File: src/verilog/lam_map.svh
// Register map and fixed values of the line alarm monitor.
// Assumes byte-wide registers on an 8-bit address.
`ifndef LAM_MAP_SVH
`define LAM_MAP_SVH
`define LAM_OFF_CTRL 8'hE0
`define LAM_OFF_STAT 8'hE1
`define LAM_OFF_FCLR_LO 8'hEA
`define LAM_OFF_FCLR_HI 8'hEB
`define LAM_OFF_PER0 8'hEC
`define LAM_OFF_PER1 8'hED
`define LAM_OFF_PER2 8'hEE
`define LAM_OFF_SAT_LO 8'hEF
`define LAM_OFF_SAT_HI 8'hF0
`define LAM_OFF_DECL_LO 8'hF1
`define LAM_OFF_DECL_HI 8'hF2
`define LAM_OFF_CLR_LO 8'hF3
`define LAM_OFF_CLR_HI 8'hF4
`define LAM_OFF_K1 8'hF5
`define LAM_OFF_K2 8'hF6
`define LAM_CTRL_SD_EN 0
`define LAM_CTRL_IRQ_EN 1
`define LAM_RST_CTRL 2'h0
`define LAM_RST_BYTE 8'h00
`define LAM_RST_THR 12'h000
`define LAM_RST_PER 24'h000000
`define LAM_SAT_OFF 12'hFFF
`define LAM_SUBTOTALS 4'h8
`define LAM_K_PERSIST 2'h3
`endif

File: src/verilog/lam_pkg.sv
// Types shared by the line alarm monitor modules.
// Assumes nothing of its surroundings.
`default_nettype none
package lam_pkg;
  typedef enum logic [1:0] {
    LAM_ST_DECL_MON = 2'b01,
    LAM_ST_CLR_MON = 2'b10
  } lam_sd_state_t;
  typedef logic [11:0] lam_count_t;
  typedef logic [2:0] lam_slot_t;
  typedef logic [7:0] lam_byte_t;
endpackage : lam_pkg
`default_nettype wire

File: src/verilog/lam_kbyte_filter.sv
// Persistence filter and capture for one protection byte.
// Assumes sample pulses once per frame with rx_byte valid beside it.
`default_nettype none
`include "lam_map.svh"
module lam_kbyte_filter (
  input wire logic clock,
  input wire logic sys_rst,
  input wire logic sample,
  input wire lam_pkg::lam_byte_t rx_byte,
  output lam_pkg::lam_byte_t cap_byte,
  output logic load
);
  import lam_pkg::*;
  lam_byte_t cand_ff, nxt_cand, nxt_cap;
  logic [1:0] cnt_ff, nxt_cnt;
  logic nxt_load;
  // ************************************
  // Three-frame persistence
  // ************************************
  always_comb begin
    nxt_cand = cand_ff;
    nxt_cnt = cnt_ff;
    nxt_cap = cap_byte;
    nxt_load = 1'b0;
    if (sample) begin
      if (rx_byte == cap_byte) begin
        nxt_cnt = 2'h0;
      end else if (rx_byte == cand_ff && cnt_ff != 2'h0) begin
        if (cnt_ff + 2'h1 == `LAM_K_PERSIST) begin
          nxt_cap = rx_byte;
          nxt_load = 1'b1;
          nxt_cnt = 2'h0;
        end else begin
          nxt_cnt = cnt_ff + 2'h1;
        end
      end else begin
        nxt_cand = rx_byte;
        nxt_cnt = 2'h1;
      end
    end
  end
  always_ff @(posedge clock) begin
    if (sys_rst) begin
      cand_ff <= `LAM_RST_BYTE;
      cnt_ff <= 2'h0;
      cap_byte <= `LAM_RST_BYTE;
      load <= 1'b0;
    end else begin
      cand_ff <= nxt_cand;
      cnt_ff <= nxt_cnt;
      cap_byte <= nxt_cap;
      load <= nxt_load;
    end
  end
endmodule : lam_kbyte_filter
`default_nettype wire

File: src/verilog/lam_monitor.sv
// Line overhead monitor: B2 degrade window, fail clearing, K1/K2 capture.
// Assumes frame-rate inputs from overhead logic on the same clock.
//
// Design decision made here: the strobed register port.
`default_nettype none
`include "lam_map.svh"
module lam_monitor (
  input wire logic clock,
  input wire logic sys_rst,
  input wire logic [7:0] reg_addr,
  input wire lam_pkg::lam_byte_t reg_wdata,
  input wire logic reg_wr,
  input wire logic reg_rd,
  output lam_pkg::lam_byte_t reg_rdata,
  input wire logic frame_pulse,
  input wire logic [7:0] b2_err_count,
  input wire logic sf_declare,
  input wire lam_pkg::lam_byte_t k1_rx,
  input wire lam_pkg::lam_byte_t k2_rx,
  output logic sd_alarm,
  output logic sf_alarm,
  output logic prot_change_irq
);
  import lam_pkg::*;
  // ************************************
  // Declarations
  // ************************************
  logic [1:0] ctrl_ff, nxt_ctrl;
  logic [23:0] period_ff, nxt_period;
  lam_count_t sat_ff, nxt_sat, decl_ff, nxt_decl, clr_ff, nxt_clr, fclr_ff, nxt_fclr;
  lam_byte_t nxt_rdata;
  logic [23:0] frame_cnt_ff, nxt_frame_cnt;
  lam_count_t sub_ff, nxt_sub, sub_cap, ram_rdata, old_sub;
  lam_slot_t slot_ff, nxt_slot;
  logic [3:0] fill_ff, nxt_fill;
  logic [14:0] total_ff, nxt_total, new_total;
  logic [12:0] sum13;
  lam_sd_state_t state_ff, nxt_state;
  logic nxt_sd, nxt_sf, nxt_irq;
  logic en, sub_end, eval;
  lam_byte_t k1_cap, k2_cap;
  logic k1_load, k2_load;
  // ************************************
  // Register port
  // ************************************
  always_comb begin
    nxt_ctrl = ctrl_ff;
    nxt_period = period_ff;
    nxt_sat = sat_ff;
    nxt_decl = decl_ff;
    nxt_clr = clr_ff;
    nxt_fclr = fclr_ff;
    nxt_rdata = `LAM_RST_BYTE;
    if (reg_wr) begin
      case (reg_addr)
        `LAM_OFF_CTRL: nxt_ctrl = reg_wdata[1:0];
        `LAM_OFF_FCLR_LO: nxt_fclr[7:0] = reg_wdata;
        `LAM_OFF_FCLR_HI: nxt_fclr[11:8] = reg_wdata[3:0];
        `LAM_OFF_PER0: nxt_period[7:0] = reg_wdata;
        `LAM_OFF_PER1: nxt_period[15:8] = reg_wdata;
        `LAM_OFF_PER2: nxt_period[23:16] = reg_wdata;
        `LAM_OFF_SAT_LO: nxt_sat[7:0] = reg_wdata;
        `LAM_OFF_SAT_HI: nxt_sat[11:8] = reg_wdata[3:0];
        `LAM_OFF_DECL_LO: nxt_decl[7:0] = reg_wdata;
        `LAM_OFF_DECL_HI: nxt_decl[11:8] = reg_wdata[3:0];
        `LAM_OFF_CLR_LO: nxt_clr[7:0] = reg_wdata;
        `LAM_OFF_CLR_HI: nxt_clr[11:8] = reg_wdata[3:0];
        default: ;
      endcase
    end
    if (reg_rd) begin
      case (reg_addr)
        `LAM_OFF_CTRL: nxt_rdata = {6'h00, ctrl_ff};
        `LAM_OFF_STAT: nxt_rdata = {6'h00, sf_alarm, sd_alarm};
        `LAM_OFF_FCLR_LO: nxt_rdata = fclr_ff[7:0];
        `LAM_OFF_FCLR_HI: nxt_rdata = {4'h0, fclr_ff[11:8]};
        `LAM_OFF_PER0: nxt_rdata = period_ff[7:0];
        `LAM_OFF_PER1: nxt_rdata = period_ff[15:8];
        `LAM_OFF_PER2: nxt_rdata = period_ff[23:16];
        `LAM_OFF_SAT_LO: nxt_rdata = sat_ff[7:0];
        `LAM_OFF_SAT_HI: nxt_rdata = {4'h0, sat_ff[11:8]};
        `LAM_OFF_DECL_LO: nxt_rdata = decl_ff[7:0];
        `LAM_OFF_DECL_HI: nxt_rdata = {4'h0, decl_ff[11:8]};
        `LAM_OFF_CLR_LO: nxt_rdata = clr_ff[7:0];
        `LAM_OFF_CLR_HI: nxt_rdata = {4'h0, clr_ff[11:8]};
        `LAM_OFF_K1: nxt_rdata = k1_cap;
        `LAM_OFF_K2: nxt_rdata = k2_cap;
        default: nxt_rdata = `LAM_RST_BYTE;
      endcase
    end
  end
  always_ff @(posedge clock) begin
    if (sys_rst) begin
      ctrl_ff <= `LAM_RST_CTRL;
      period_ff <= `LAM_RST_PER;
      sat_ff <= `LAM_RST_THR;
      decl_ff <= `LAM_RST_THR;
      clr_ff <= `LAM_RST_THR;
      fclr_ff <= `LAM_RST_THR;
      reg_rdata <= `LAM_RST_BYTE;
    end else begin
      ctrl_ff <= nxt_ctrl;
      period_ff <= nxt_period;
      sat_ff <= nxt_sat;
      decl_ff <= nxt_decl;
      clr_ff <= nxt_clr;
      fclr_ff <= nxt_fclr;
      reg_rdata <= nxt_rdata;
    end
  end
  // ************************************
  // Degrade window engine
  // ************************************
  always_comb begin
    en = ctrl_ff[`LAM_CTRL_SD_EN];
    sum13 = {1'b0, sub_ff} + {5'h00, b2_err_count};
    if (sat_ff != `LAM_SAT_OFF && sum13 > {1'b0, sat_ff}) begin
      sub_cap = sat_ff;
    end else if (sum13[12]) begin
      sub_cap = `LAM_SAT_OFF;
    end else begin
      sub_cap = sum13[11:0];
    end
    sub_end = frame_pulse && (frame_cnt_ff + 24'h000001 >= period_ff);
    eval = en && sub_end;
    old_sub = (fill_ff == `LAM_SUBTOTALS) ? ram_rdata : `LAM_RST_THR;
    new_total = total_ff - {3'h0, old_sub} + {3'h0, sub_cap};
    nxt_frame_cnt = frame_cnt_ff;
    nxt_sub = sub_ff;
    nxt_slot = slot_ff;
    nxt_fill = fill_ff;
    nxt_total = total_ff;
    nxt_state = state_ff;
    if (!en) begin
      nxt_frame_cnt = `LAM_RST_PER;
      nxt_sub = `LAM_RST_THR;
      nxt_slot = 3'h0;
      nxt_fill = 4'h0;
      nxt_total = 15'h0000;
      nxt_state = LAM_ST_DECL_MON;
    end else if (sub_end) begin
      nxt_frame_cnt = `LAM_RST_PER;
      nxt_sub = `LAM_RST_THR;
      nxt_slot = slot_ff + 3'h1;
      nxt_fill = (fill_ff == `LAM_SUBTOTALS) ? fill_ff : fill_ff + 4'h1;
      nxt_total = new_total;
      case (state_ff)
        LAM_ST_DECL_MON: if (new_total >= {3'h0, decl_ff}) nxt_state = LAM_ST_CLR_MON;
        LAM_ST_CLR_MON: if (new_total < {3'h0, clr_ff}) nxt_state = LAM_ST_DECL_MON;
        default: nxt_state = LAM_ST_DECL_MON;
      endcase
    end else if (frame_pulse) begin
      nxt_frame_cnt = frame_cnt_ff + 24'h000001;
      nxt_sub = sub_cap;
    end
    nxt_sd = (nxt_state == LAM_ST_CLR_MON);
    nxt_sf = sf_alarm;
    if (eval && new_total < {3'h0, fclr_ff}) nxt_sf = 1'b0;
    if (sf_declare) nxt_sf = 1'b1;
    nxt_irq = ctrl_ff[`LAM_CTRL_IRQ_EN] && (k1_load || k2_load);
  end
  always_ff @(posedge clock) begin
    if (sys_rst) begin
      frame_cnt_ff <= `LAM_RST_PER;
      sub_ff <= `LAM_RST_THR;
      slot_ff <= 3'h0;
      fill_ff <= 4'h0;
      total_ff <= 15'h0000;
      state_ff <= LAM_ST_DECL_MON;
      sd_alarm <= 1'b0;
      sf_alarm <= 1'b0;
      prot_change_irq <= 1'b0;
    end else begin
      frame_cnt_ff <= nxt_frame_cnt;
      sub_ff <= nxt_sub;
      slot_ff <= nxt_slot;
      fill_ff <= nxt_fill;
      total_ff <= nxt_total;
      state_ff <= nxt_state;
      sd_alarm <= nxt_sd;
      sf_alarm <= nxt_sf;
      prot_change_irq <= nxt_irq;
    end
  end
  // ************************************
  // Subtotal store and byte filters
  // ************************************
  lam_subtotal_ram u_ram (
    .clock(clock),
    .wr_en(eval),
    .wr_addr(slot_ff),
    .wr_data(sub_cap),
    .rd_addr(slot_ff),
    .rd_data(ram_rdata)
  );
  lam_kbyte_filter u_k1 (
    .clock(clock),
    .sys_rst(sys_rst),
    .sample(frame_pulse),
    .rx_byte(k1_rx),
    .cap_byte(k1_cap),
    .load(k1_load)
  );
  lam_kbyte_filter u_k2 (
    .clock(clock),
    .sys_rst(sys_rst),
    .sample(frame_pulse),
    .rx_byte(k2_rx),
    .cap_byte(k2_cap),
    .load(k2_load)
  );
endmodule : lam_monitor
`default_nettype wire

File: src/verilog/lam_subtotal_ram.sv
// Eight-entry store of degrade subtotals.
// Assumes one write port and one registered read port on one clock.
`default_nettype none
module lam_subtotal_ram (
  input wire logic clock,
  input wire logic wr_en,
  input wire lam_pkg::lam_slot_t wr_addr,
  input wire lam_pkg::lam_count_t wr_data,
  input wire lam_pkg::lam_slot_t rd_addr,
  output lam_pkg::lam_count_t rd_data
);
  import lam_pkg::*;
  lam_count_t mem [0:7];
  // ************************************
  // Storage, read before write
  // ************************************
  always_ff @(posedge clock) begin
    if (wr_en) begin
      mem[wr_addr] <= wr_data;
    end
    rd_data <= mem[rd_addr];
  end
endmodule : lam_subtotal_ram
`default_nettype wire
File: config.mk
export PLATFORM = sky130hd
export DESIGN_NAME = lam_monitor
export DESIGN_NICKNAME = d
export VERILOG_FILES = /design/src/verilog/lam_pkg.sv /design/src/verilog/lam_kbyte_filter.sv /design/src/verilog/lam_monitor.sv /design/src/verilog/lam_subtotal_ram.sv
export VERILOG_INCLUDE_DIRS = /design/src /design/src/verilog
export SDC_FILE = /design/constraint.sdc
export NUM_CORES = 1
export LEC_CHECK = 0
export ABC_CLOCK_PERIOD_IN_PS = 9140
export BUFFER_PORTS_ARGS = -buffer_cell sky130_fd_sc_hd__buf_2
export CORE_MARGIN = 2
export CORE_UTILIZATION = 50
export CTS_BUF_LIST = sky130_fd_sc_hd__clkbuf_2
export DETAILED_ROUTE_END_ITERATION = 10
export PLACE_DENSITY_LB_ADDON = 0.2
export SETUP_SLACK_MARGIN = 0.4
export SYNTH_ARGS = -nofsm -noshare
export SYNTH_HDL_FRONTEND = slang
export SYNTH_HIERARCHICAL = 1
export SYNTH_SLANG_ARGS = --single-unit
File: constraint.sdc
create_clock -name clock -period 9.14 [get_ports clock]
set_input_delay 0.914 -clock clock [delete_from_list [all_inputs] [get_ports clock]]
set_output_delay 0.914 -clock clock [all_outputs]
set_load 0.005 [all_outputs]
[Word level (Yosys, flattened, before mapping)]
Memory sizes are Yosys's and may differ from the RTL's. A register that Yosys moved wholly into a read port is not among the register bits.
Index checks and enable logic that the tools add are counted.
Storage, ports and cells
  logic and storage cells: 132
  flip-flop bits (word level): 183
  RAM bits: 96
  input port bits: 46
  memories kept: 1
  output and inout port bits: 11
Memories
  u_ram.mem: words 8, width 12, read ports 1, clocked after memory_dff 1, wr ports 1, line lam_subtotal_ram.sv:13  | lam_count_t mem [0:7];
Operators by class
  mux-type cells: 21
  bitwise gates (word level): 8
  eq/ne operators: 26
  order comparisons: 5
  $add $sub $neg: 8
  reduce and logical (&&, ||, !) cells: 33
Operators with widths (count)
  $eq A8 B8 Y1 const B: 15
  $pmux W8 S15: 1
  $mux W12: 3
  $eq A8 B8 Y1: 4
  $lt A15 B12 Y1: 2
  $reduce_and A2 Y1: 13
  $add A24 B1 Y24 const B: 1
  $ge A24 B24 Y1: 1
  $mux W2: 10
  $add A15 B12 Y15: 1
  $ge A15 B12 Y1: 1
  $sub A15 B12 Y15: 1
  $add A12 B8 Y13: 1
  $gt A13 B12 Y1: 1
  $ne A12 B12 Y1 const B: 1
  $eq A2 B2 Y1 const B: 4
  $not A1 Y1: 8
  $reduce_and A4 Y1: 2
  $reduce_or A4 Y1: 2
  $logic_and A1 B1 Y1: 7
  $mux W1: 6
  $reduce_and A3 Y1: 2
  $reduce_bool A2 Y1: 3
  $add A2 B1 Y2 const B: 2
  other kinds (8): 9

[Logic depth before layout (Yosys ltp)]
  depth after elaboration: 11
  depth in mapped cells: 36
  gate-level depth less buffers: 35

[Hierarchy]
Netlist, hierarchy kept.
Modules (own cells, without submodules)
  lam_monitor: sequential area each 2902.8 um^2, instances 1, cells an instance 1191, area each 9841.9 um^2
  lam_subtotal_ram: sequential area each 3123.0 um^2, instances 1, cells an instance 164, area each 3987.6 um^2
  lam_kbyte_filter: sequential area each 380.4 um^2, instances 2, cells an instance 110, area each 992.2 um^2

[Worst setup path after synthesis]
No wires, ideal clock.
  path kind: input -> register
  start point: in b2_err_count[0]
  end point: reg sd_alarm
  arrival time: 7.613 ns
  slack: 1.391 ns
  setup time: 0.137 ns
  required time: 9.003 ns
  buffers on the path: 1
  stages: 36
  cell sequence: ha_1 -> inv_1 -> fa_1 -> nor2b_1 -> o21ai_1 -> a21boi_1 -> o31ai_1 -> a21oi_1 -> xor2_1 -> ha_1 -> and4_1 -> nand2_1 -> or3_1 -> and3_1 -> nor2b_1 -> a211o_1 -> buf_2 -> o22a_1 -> fa_1 -> inv_1 -> fa_1 -> nand2b_1 -> a21o_1 -> nand2_1 -> and3_1 -> nor2b_1 -> xnor2_1 -> ha_1 -> nand4_1 -> nor4_1 -> or3_1 -> nor2_1 -> and3_1 -> o21bai_1 -> o311ai_1 -> a22oi_1
On the way
  word-level cells in the longest chain between the ends: 11
  elaborated cells on any way between the ends: 14
  those cells by class: add/sub (2); order compare (3); eq/ne (1); mux (7); reduce/logical (1)
Ends and longest elaborated chain
  from (decl): line lam_monitor.sv:16  | input wire logic [7:0] b2_err_count,
  $add A12 B8 Y13 (*): line lam_monitor.sv:116  | sum13 = {1'b0, sub_ff} + {5'h00, b2_err_count};
  $gt A13 B12 Y1: line lam_monitor.sv:117  | if (sat_ff != `LAM_SAT_OFF && sum13 > {1'b0, sat_ff}) begin
  $logic_and A1 B1 Y1: line lam_monitor.sv:117
  $mux W12 (*): line lam_monitor.sv:117
  via sub_cap[1]: line lam_monitor.sv:33  | lam_count_t sub_ff, nxt_sub, sub_cap, ram_rdata, old_sub;
  $add A15 B12 Y15 (*): line lam_monitor.sv:127  | new_total = total_ff - {3'h0, old_sub} + {3'h0, sub_cap};
  via new_total[8]: line lam_monitor.sv:36  | logic [14:0] total_ff, nxt_total, new_total;
  $lt A15 B12 Y1 or $ge A15 B12 Y1 (tied branches): line lam_monitor.sv:149, lam_monitor.sv:148
  $mux W2, on equally long branches: line lam_monitor.sv:149, lam_monitor.sv:148
  $pmux W2 S2 (*): line lam_monitor.sv:147  | case (state_ff)
  $mux W2 (*): line lam_monitor.sv:141  | end else if (sub_end) begin
  $mux W2 (*): line lam_monitor.sv:134  | if (!en) begin
  $eq A2 B2 Y1 (*): line lam_monitor.sv:156  | nxt_sd = (nxt_state == LAM_ST_CLR_MON);
  to (signal assigned): line lam_monitor.sv:180  | sd_alarm <= nxt_sd;
  to (decl): line lam_monitor.sv:20  | output logic sd_alarm,
Mark *: on every way through the listed nets, which the timed path passes. The rest lies on a longest branch.
A chain may end at the register's enable or synchronous reset.

[Final worst setup path]
  start point: reg sub_ff[0]
  end point: reg sd_alarm
On the way
  word-level cells in the longest chain between the ends: 11
  elaborated cells on any way between the ends: 14
  those cells by class: add/sub (2); order compare (3); eq/ne (1); mux (7); reduce/logical (1)
Ends and longest elaborated chain
  from (decl): line lam_monitor.sv:33
  from (signal assigned): line lam_monitor.sv:165  | sub_ff <= `LAM_RST_THR;
  from (signal assigned): line lam_monitor.sv:175  | sub_ff <= nxt_sub;
  $add A12 B8 Y13 (*): line lam_monitor.sv:116
  $gt A13 B12 Y1: line lam_monitor.sv:117
  $logic_and A1 B1 Y1: line lam_monitor.sv:117
  $mux W12 (*): line lam_monitor.sv:117
  via sub_cap[1]: line lam_monitor.sv:33
  $add A15 B12 Y15 (*): line lam_monitor.sv:127
  via new_total[10]: line lam_monitor.sv:36
  $lt A15 B12 Y1 or $ge A15 B12 Y1 (tied branches): line lam_monitor.sv:149, lam_monitor.sv:148
  $mux W2, on equally long branches: line lam_monitor.sv:149, lam_monitor.sv:148
  $pmux W2 S2 (*): line lam_monitor.sv:147
  $mux W2 (*): line lam_monitor.sv:141
  $mux W2 (*): line lam_monitor.sv:134
  $eq A2 B2 Y1 (*): line lam_monitor.sv:156
Marks and branches as above.

==> out/summary.txt <==
ratio of cells with drive above 1 in the final layout = 14.1%
Critical Path Source = sub_ff[0]$_SDFFE_PP0P_
number of synthesis warnings = 6
reported max-cap violation count = 0
GP Congestion = 0.880
Tightest Pin Transition = 1.17 ns
Die Area = 33100 µm²
FF-to-FF End = sd_alarm$_SDFF_PP0_
number of sinks driven by the clock tree = 291
boundary pin count = 57
Yosys cell types = 75
number of synthesized register bits = 291
maximum clock insertion buffer count = 3
number of max-slew violations in the final report = 0
number of placement rows = 65
number of setup violations in the final report = 0
largest stage delay on the critical path = 0.57 ns
via total after detailed routing = 12200
average wire length per cell after detail routing = 18.6 µm
number of flops mapped to enable cells by yosys = 96
top fanout value on the critical path = 15
Finished Cell Area = 17100 µm²
aggregate global-route resource usage = 23.9%
power per standard cell area = 156 nW/µm²
Post-synth top flop = sky130_fd_sc_hd__dfxtp_1
number of filler instances in the final layout = 2805
Mapped Nets = 1733
die extent in y = 182 µm
Area Growth Syn to Fin = 8.39%
depth of the worst register-to-register path = 34
CTS tree = yes
number of port buffers = 56
DP Area = 16400 µm²
start point of the worst hold path = k2_rx[0]
Initial Utilization = 50.5%
register area = 6790 µm²
largest net degree at the start of global routing = 77
sequential cell area fraction in the yosys report = 42.9%
result of the run = finished clean
Final Cycle Share = 88.6%
CTS H-tree depth = 3
Routed WL = 39.4 mm
hold endpoint = u_k2/cand_ff[0]$_SDFFE_PP0P_
Max VDD drop = 0.0778 mV
CTS hold repair buffers = 0
data required time of the worst path = 9.88 ns
skew final = 0.0647 ns
grt ovf = 0
Synth Area per Inst = 10.0 µm²
root buffer cell = sky130_fd_sc_hd__clkbuf_2
Synth async-reset ratio = 0%
Resized Gates After CTS = 0
count of cells along the worst hold path = 3
RR Startpoint = sub_ff[0]$_SDFFE_PP0P_
final-stage net count = 1815
highest clock frequency the design can meet = 0.124 GHz
clock latency at the later pin of the worst-skew pair = 0.87 ns
cell at the slowest stage of the critical path = sky130_fd_sc_hd__fa_1
worst slew margin relative to its limit = 21.5%
Critical Path Start Type = flip-flop
crit path time final = 8.09 ns
1st-iter DRT viols = 950
Die Width = 182 µm
Clk pin slew, worst setup/hold paths = 0.11 ns
total clock buffers created by CTS = 79
final antenna-violating net count = 0
hold violation count in the final report = 0
Pleak = 6.65 nW
cells after synthesis = 1575
Arr. time, crit path = 8.84 ns
drt drc = 0
crit path capture type = flip-flop
vias per inst = 5.73
wire length of the first global-routing pass = 62.7 mm
number of global-route vias before repair = 11900
Syn Std Cell Area = 15800 µm²
kind of path behind the tightest hold check = in -> reg
FF-to-FF setup slack = 1.05 ns
number of antenna violations at the first check in global routing = 1
Setup Crit Path Kind = reg -> reg
count of TritonRoute iterations in the first routing pass = 6
area of the multi-input gates = 8280 µm²
Fin Setup TNS = 0 ns
number of setup buffers added after CTS = 0
unrepaired setup endpoints after global routing = no
Core Box Area = 31300 µm²
half-perimeter wire length of the detailed placement result = 27.8 mm
-- cells by family (layout without fill, tap and decap cells) --
logic type / Yosys count / in the layout / share of synthesized area (%)
adder cells (fa/ha/maj): 112 / 112 / 9.48
AO/OA/AOI/OAI: 309 / 309 / 13.0
flip-flops: 291 / 291 / 42.9
multiplexers: 110 / 110 / 10.1
other: 0 / 2 / 0
XOR/XNOR: 98 / 98 / 5.43
buffers and inverters: 179 / 323 / 4.80
AND/OR/NAND/NOR: 476 / 476 / 14.2
-- where the power goes --
| part | total (mW) | leakage [nW] | switching, mW | internal [mW] |
|---|---|---|---|---|
| registers | 1.35 | 2.45 | 0.00460 | 1.34 |
| logic | 0.374 | 3.63 | 0.227 | 0.147 |
| clock network | 0.957 | 0.578 | 0.545 | 0.412 |
| total | 2.68 | 6.65 | 0.777 | 1.90 |
-- area by class of cell --
| class | count | area share, % |
|---|---|---|
| clock inverters | 19 | 0.730 |
| multi-input cells | 1105 | 48.3 |
| diodes | 2 | 0.0292 |
| flip-flops and latches | 291 | 39.6 |
| inverters | 104 | 2.28 |
| clock buffers | 124 | 3.62 |
| repair buffers | 76 | 2.53 |
| well taps | 402 | 2.93 |
-- worst max path at each step --
| stage | cells past startpoint | slack (ns) | endpoint |
|---|---|---|---|
| floorplan | 36 | 1.39 | sd_alarm$_SDFF_PP0_ |
| global placement | 35 | 0.75 | sd_alarm$_SDFF_PP0_ |
| detailed placement | 35 | 0.48 | sd_alarm$_SDFF_PP0_ |
| CTS | 34 | 1.07 | sd_alarm$_SDFF_PP0_ |
| global route | 34 | 0.45 | sd_alarm$_SDFF_PP0_ |
| finish | 34 | 1.05 | sd_alarm$_SDFF_PP0_ |
-- worst max-delay path: cells and delay by family, from the launching register on --
kind	cells	cell delay, ns
XOR/XNOR	2	0.50
AND/OR/NAND/NOR	13	2.15
flip-flops	1	0.37
AO/OA/AOI/OAI	11	2.65
adder cells (fa/ha/maj)	6	2.22
buffers and inverters	2	0.12
-- placed cells by master (no fill, tap or decap), types with 12 or more instances in the layout --
cell type and n:
sky130_fd_sc_hd__dfxtp_1 195, sky130_fd_sc_hd__nor2_1 152, sky130_fd_sc_hd__clkbuf_2 124, sky130_fd_sc_hd__nand2_1 123, sky130_fd_sc_hd__a21oi_1 117, sky130_fd_sc_hd__inv_1 103, sky130_fd_sc_hd__ha_1 99, sky130_fd_sc_hd__edfxtp_1 96
sky130_fd_sc_hd__nand3_1 72, sky130_fd_sc_hd__mux2i_1 66, sky130_fd_sc_hd__buf_2 55, sky130_fd_sc_hd__xnor2_1 50, sky130_fd_sc_hd__xor2_1 48, sky130_fd_sc_hd__o21ai_0 35, sky130_fd_sc_hd__nand4_1 30, sky130_fd_sc_hd__buf_4 21
sky130_fd_sc_hd__mux4_1 21, sky130_fd_sc_hd__o31ai_1 18, sky130_fd_sc_hd__nor2b_1 15, sky130_fd_sc_hd__nor3_1 14, sky130_fd_sc_hd__o21ai_1 14, sky130_fd_sc_hd__nand2b_1 14, sky130_fd_sc_hd__clkinv_1 14, sky130_fd_sc_hd__fa_1 13
sky130_fd_sc_hd__and3_1 12, sky130_fd_sc_hd__a21o_1 12, sky130_fd_sc_hd__o22a_1 12, sky130_fd_sc_hd__mux2_2 12
-- sequential cells by signal, indices dropped and copies added, names as in the netlist, 3 cells and up --
name / cells
u_k1/cand_ff: 8
decl_ff: 12
frame_cnt_ff: 24
u_k2/cap_byte: 8
u_k2/cand_ff: 8
u_ram/rd_data: 12
clr_ff: 12
period_ff: 24
sat_ff: 12
fclr_ff: 12
reg_rdata: 8
u_k1/cap_byte: 8
u_ram/mem: 96
total_ff: 15
sub_ff: 12
slot_ff: 3
fill_ff: 4
-- synth_stat cells (16+ instances only) --
master                     number  area [µm²]
sky130_fd_sc_hd__o21ai_0       35         175
sky130_fd_sc_hd__inv_1        103         387
sky130_fd_sc_hd__clkbuf_1      44         165
sky130_fd_sc_hd__nand3_1       72         360
sky130_fd_sc_hd__edfxtp_1      96        2880
sky130_fd_sc_hd__xor2_1        48         420
sky130_fd_sc_hd__mux2i_1       66         661
sky130_fd_sc_hd__mux4_1        21         552
sky130_fd_sc_hd__ha_1          99        1240
sky130_fd_sc_hd__xnor2_1       50         438
sky130_fd_sc_hd__nand2_1      123         462
sky130_fd_sc_hd__o31ai_1       18         135
sky130_fd_sc_hd__nand4_1       30         188
sky130_fd_sc_hd__nor2_1       152         571
sky130_fd_sc_hd__a21oi_1      117         586
sky130_fd_sc_hd__nor3_1        16        80.1
sky130_fd_sc_hd__buf_2         16        80.1
sky130_fd_sc_hd__dfxtp_1      195        3900
-- routing by layer --
metal / up-vias / wire length (µm) / GRT usage [%]
met4: 0 / 796 / 7.25
met3: 65 / 2670 / 5.17
li1: 5924 / - / -
met1: 5823 / 18300 / 33.4
met5: - / 0 / 0
met2: 362 / 17600 / 37.4
-- per-stage QoR --
| stage | worst slack (ns) | util (%) | power [mW] | cells | hold WS [ns] |
|---|---|---|---|---|---|
| 4_1_cts | 1.07 | 54.7 | 2.70 | 2121 | 0.241 |
| 5_1_grt | 0.448 | 54.7 | 2.83 | 2122 | 0.257 |
| 6_report | 1.05 | 54.7 | 2.68 | 2123 | 0.289 |
| 3_3_place_gp | 0.748 | 52.3 | 1.74 | 1978 | 0.442 |
| 3_5_place_dp | 0.481 | 52.3 | 1.74 | 1978 | 0.446 |
| 2_1_floorplan | 1.39 | - | 1.65 | 1575 | 0.436 |
No activity file was read; power rests on OpenSTA's default activity.
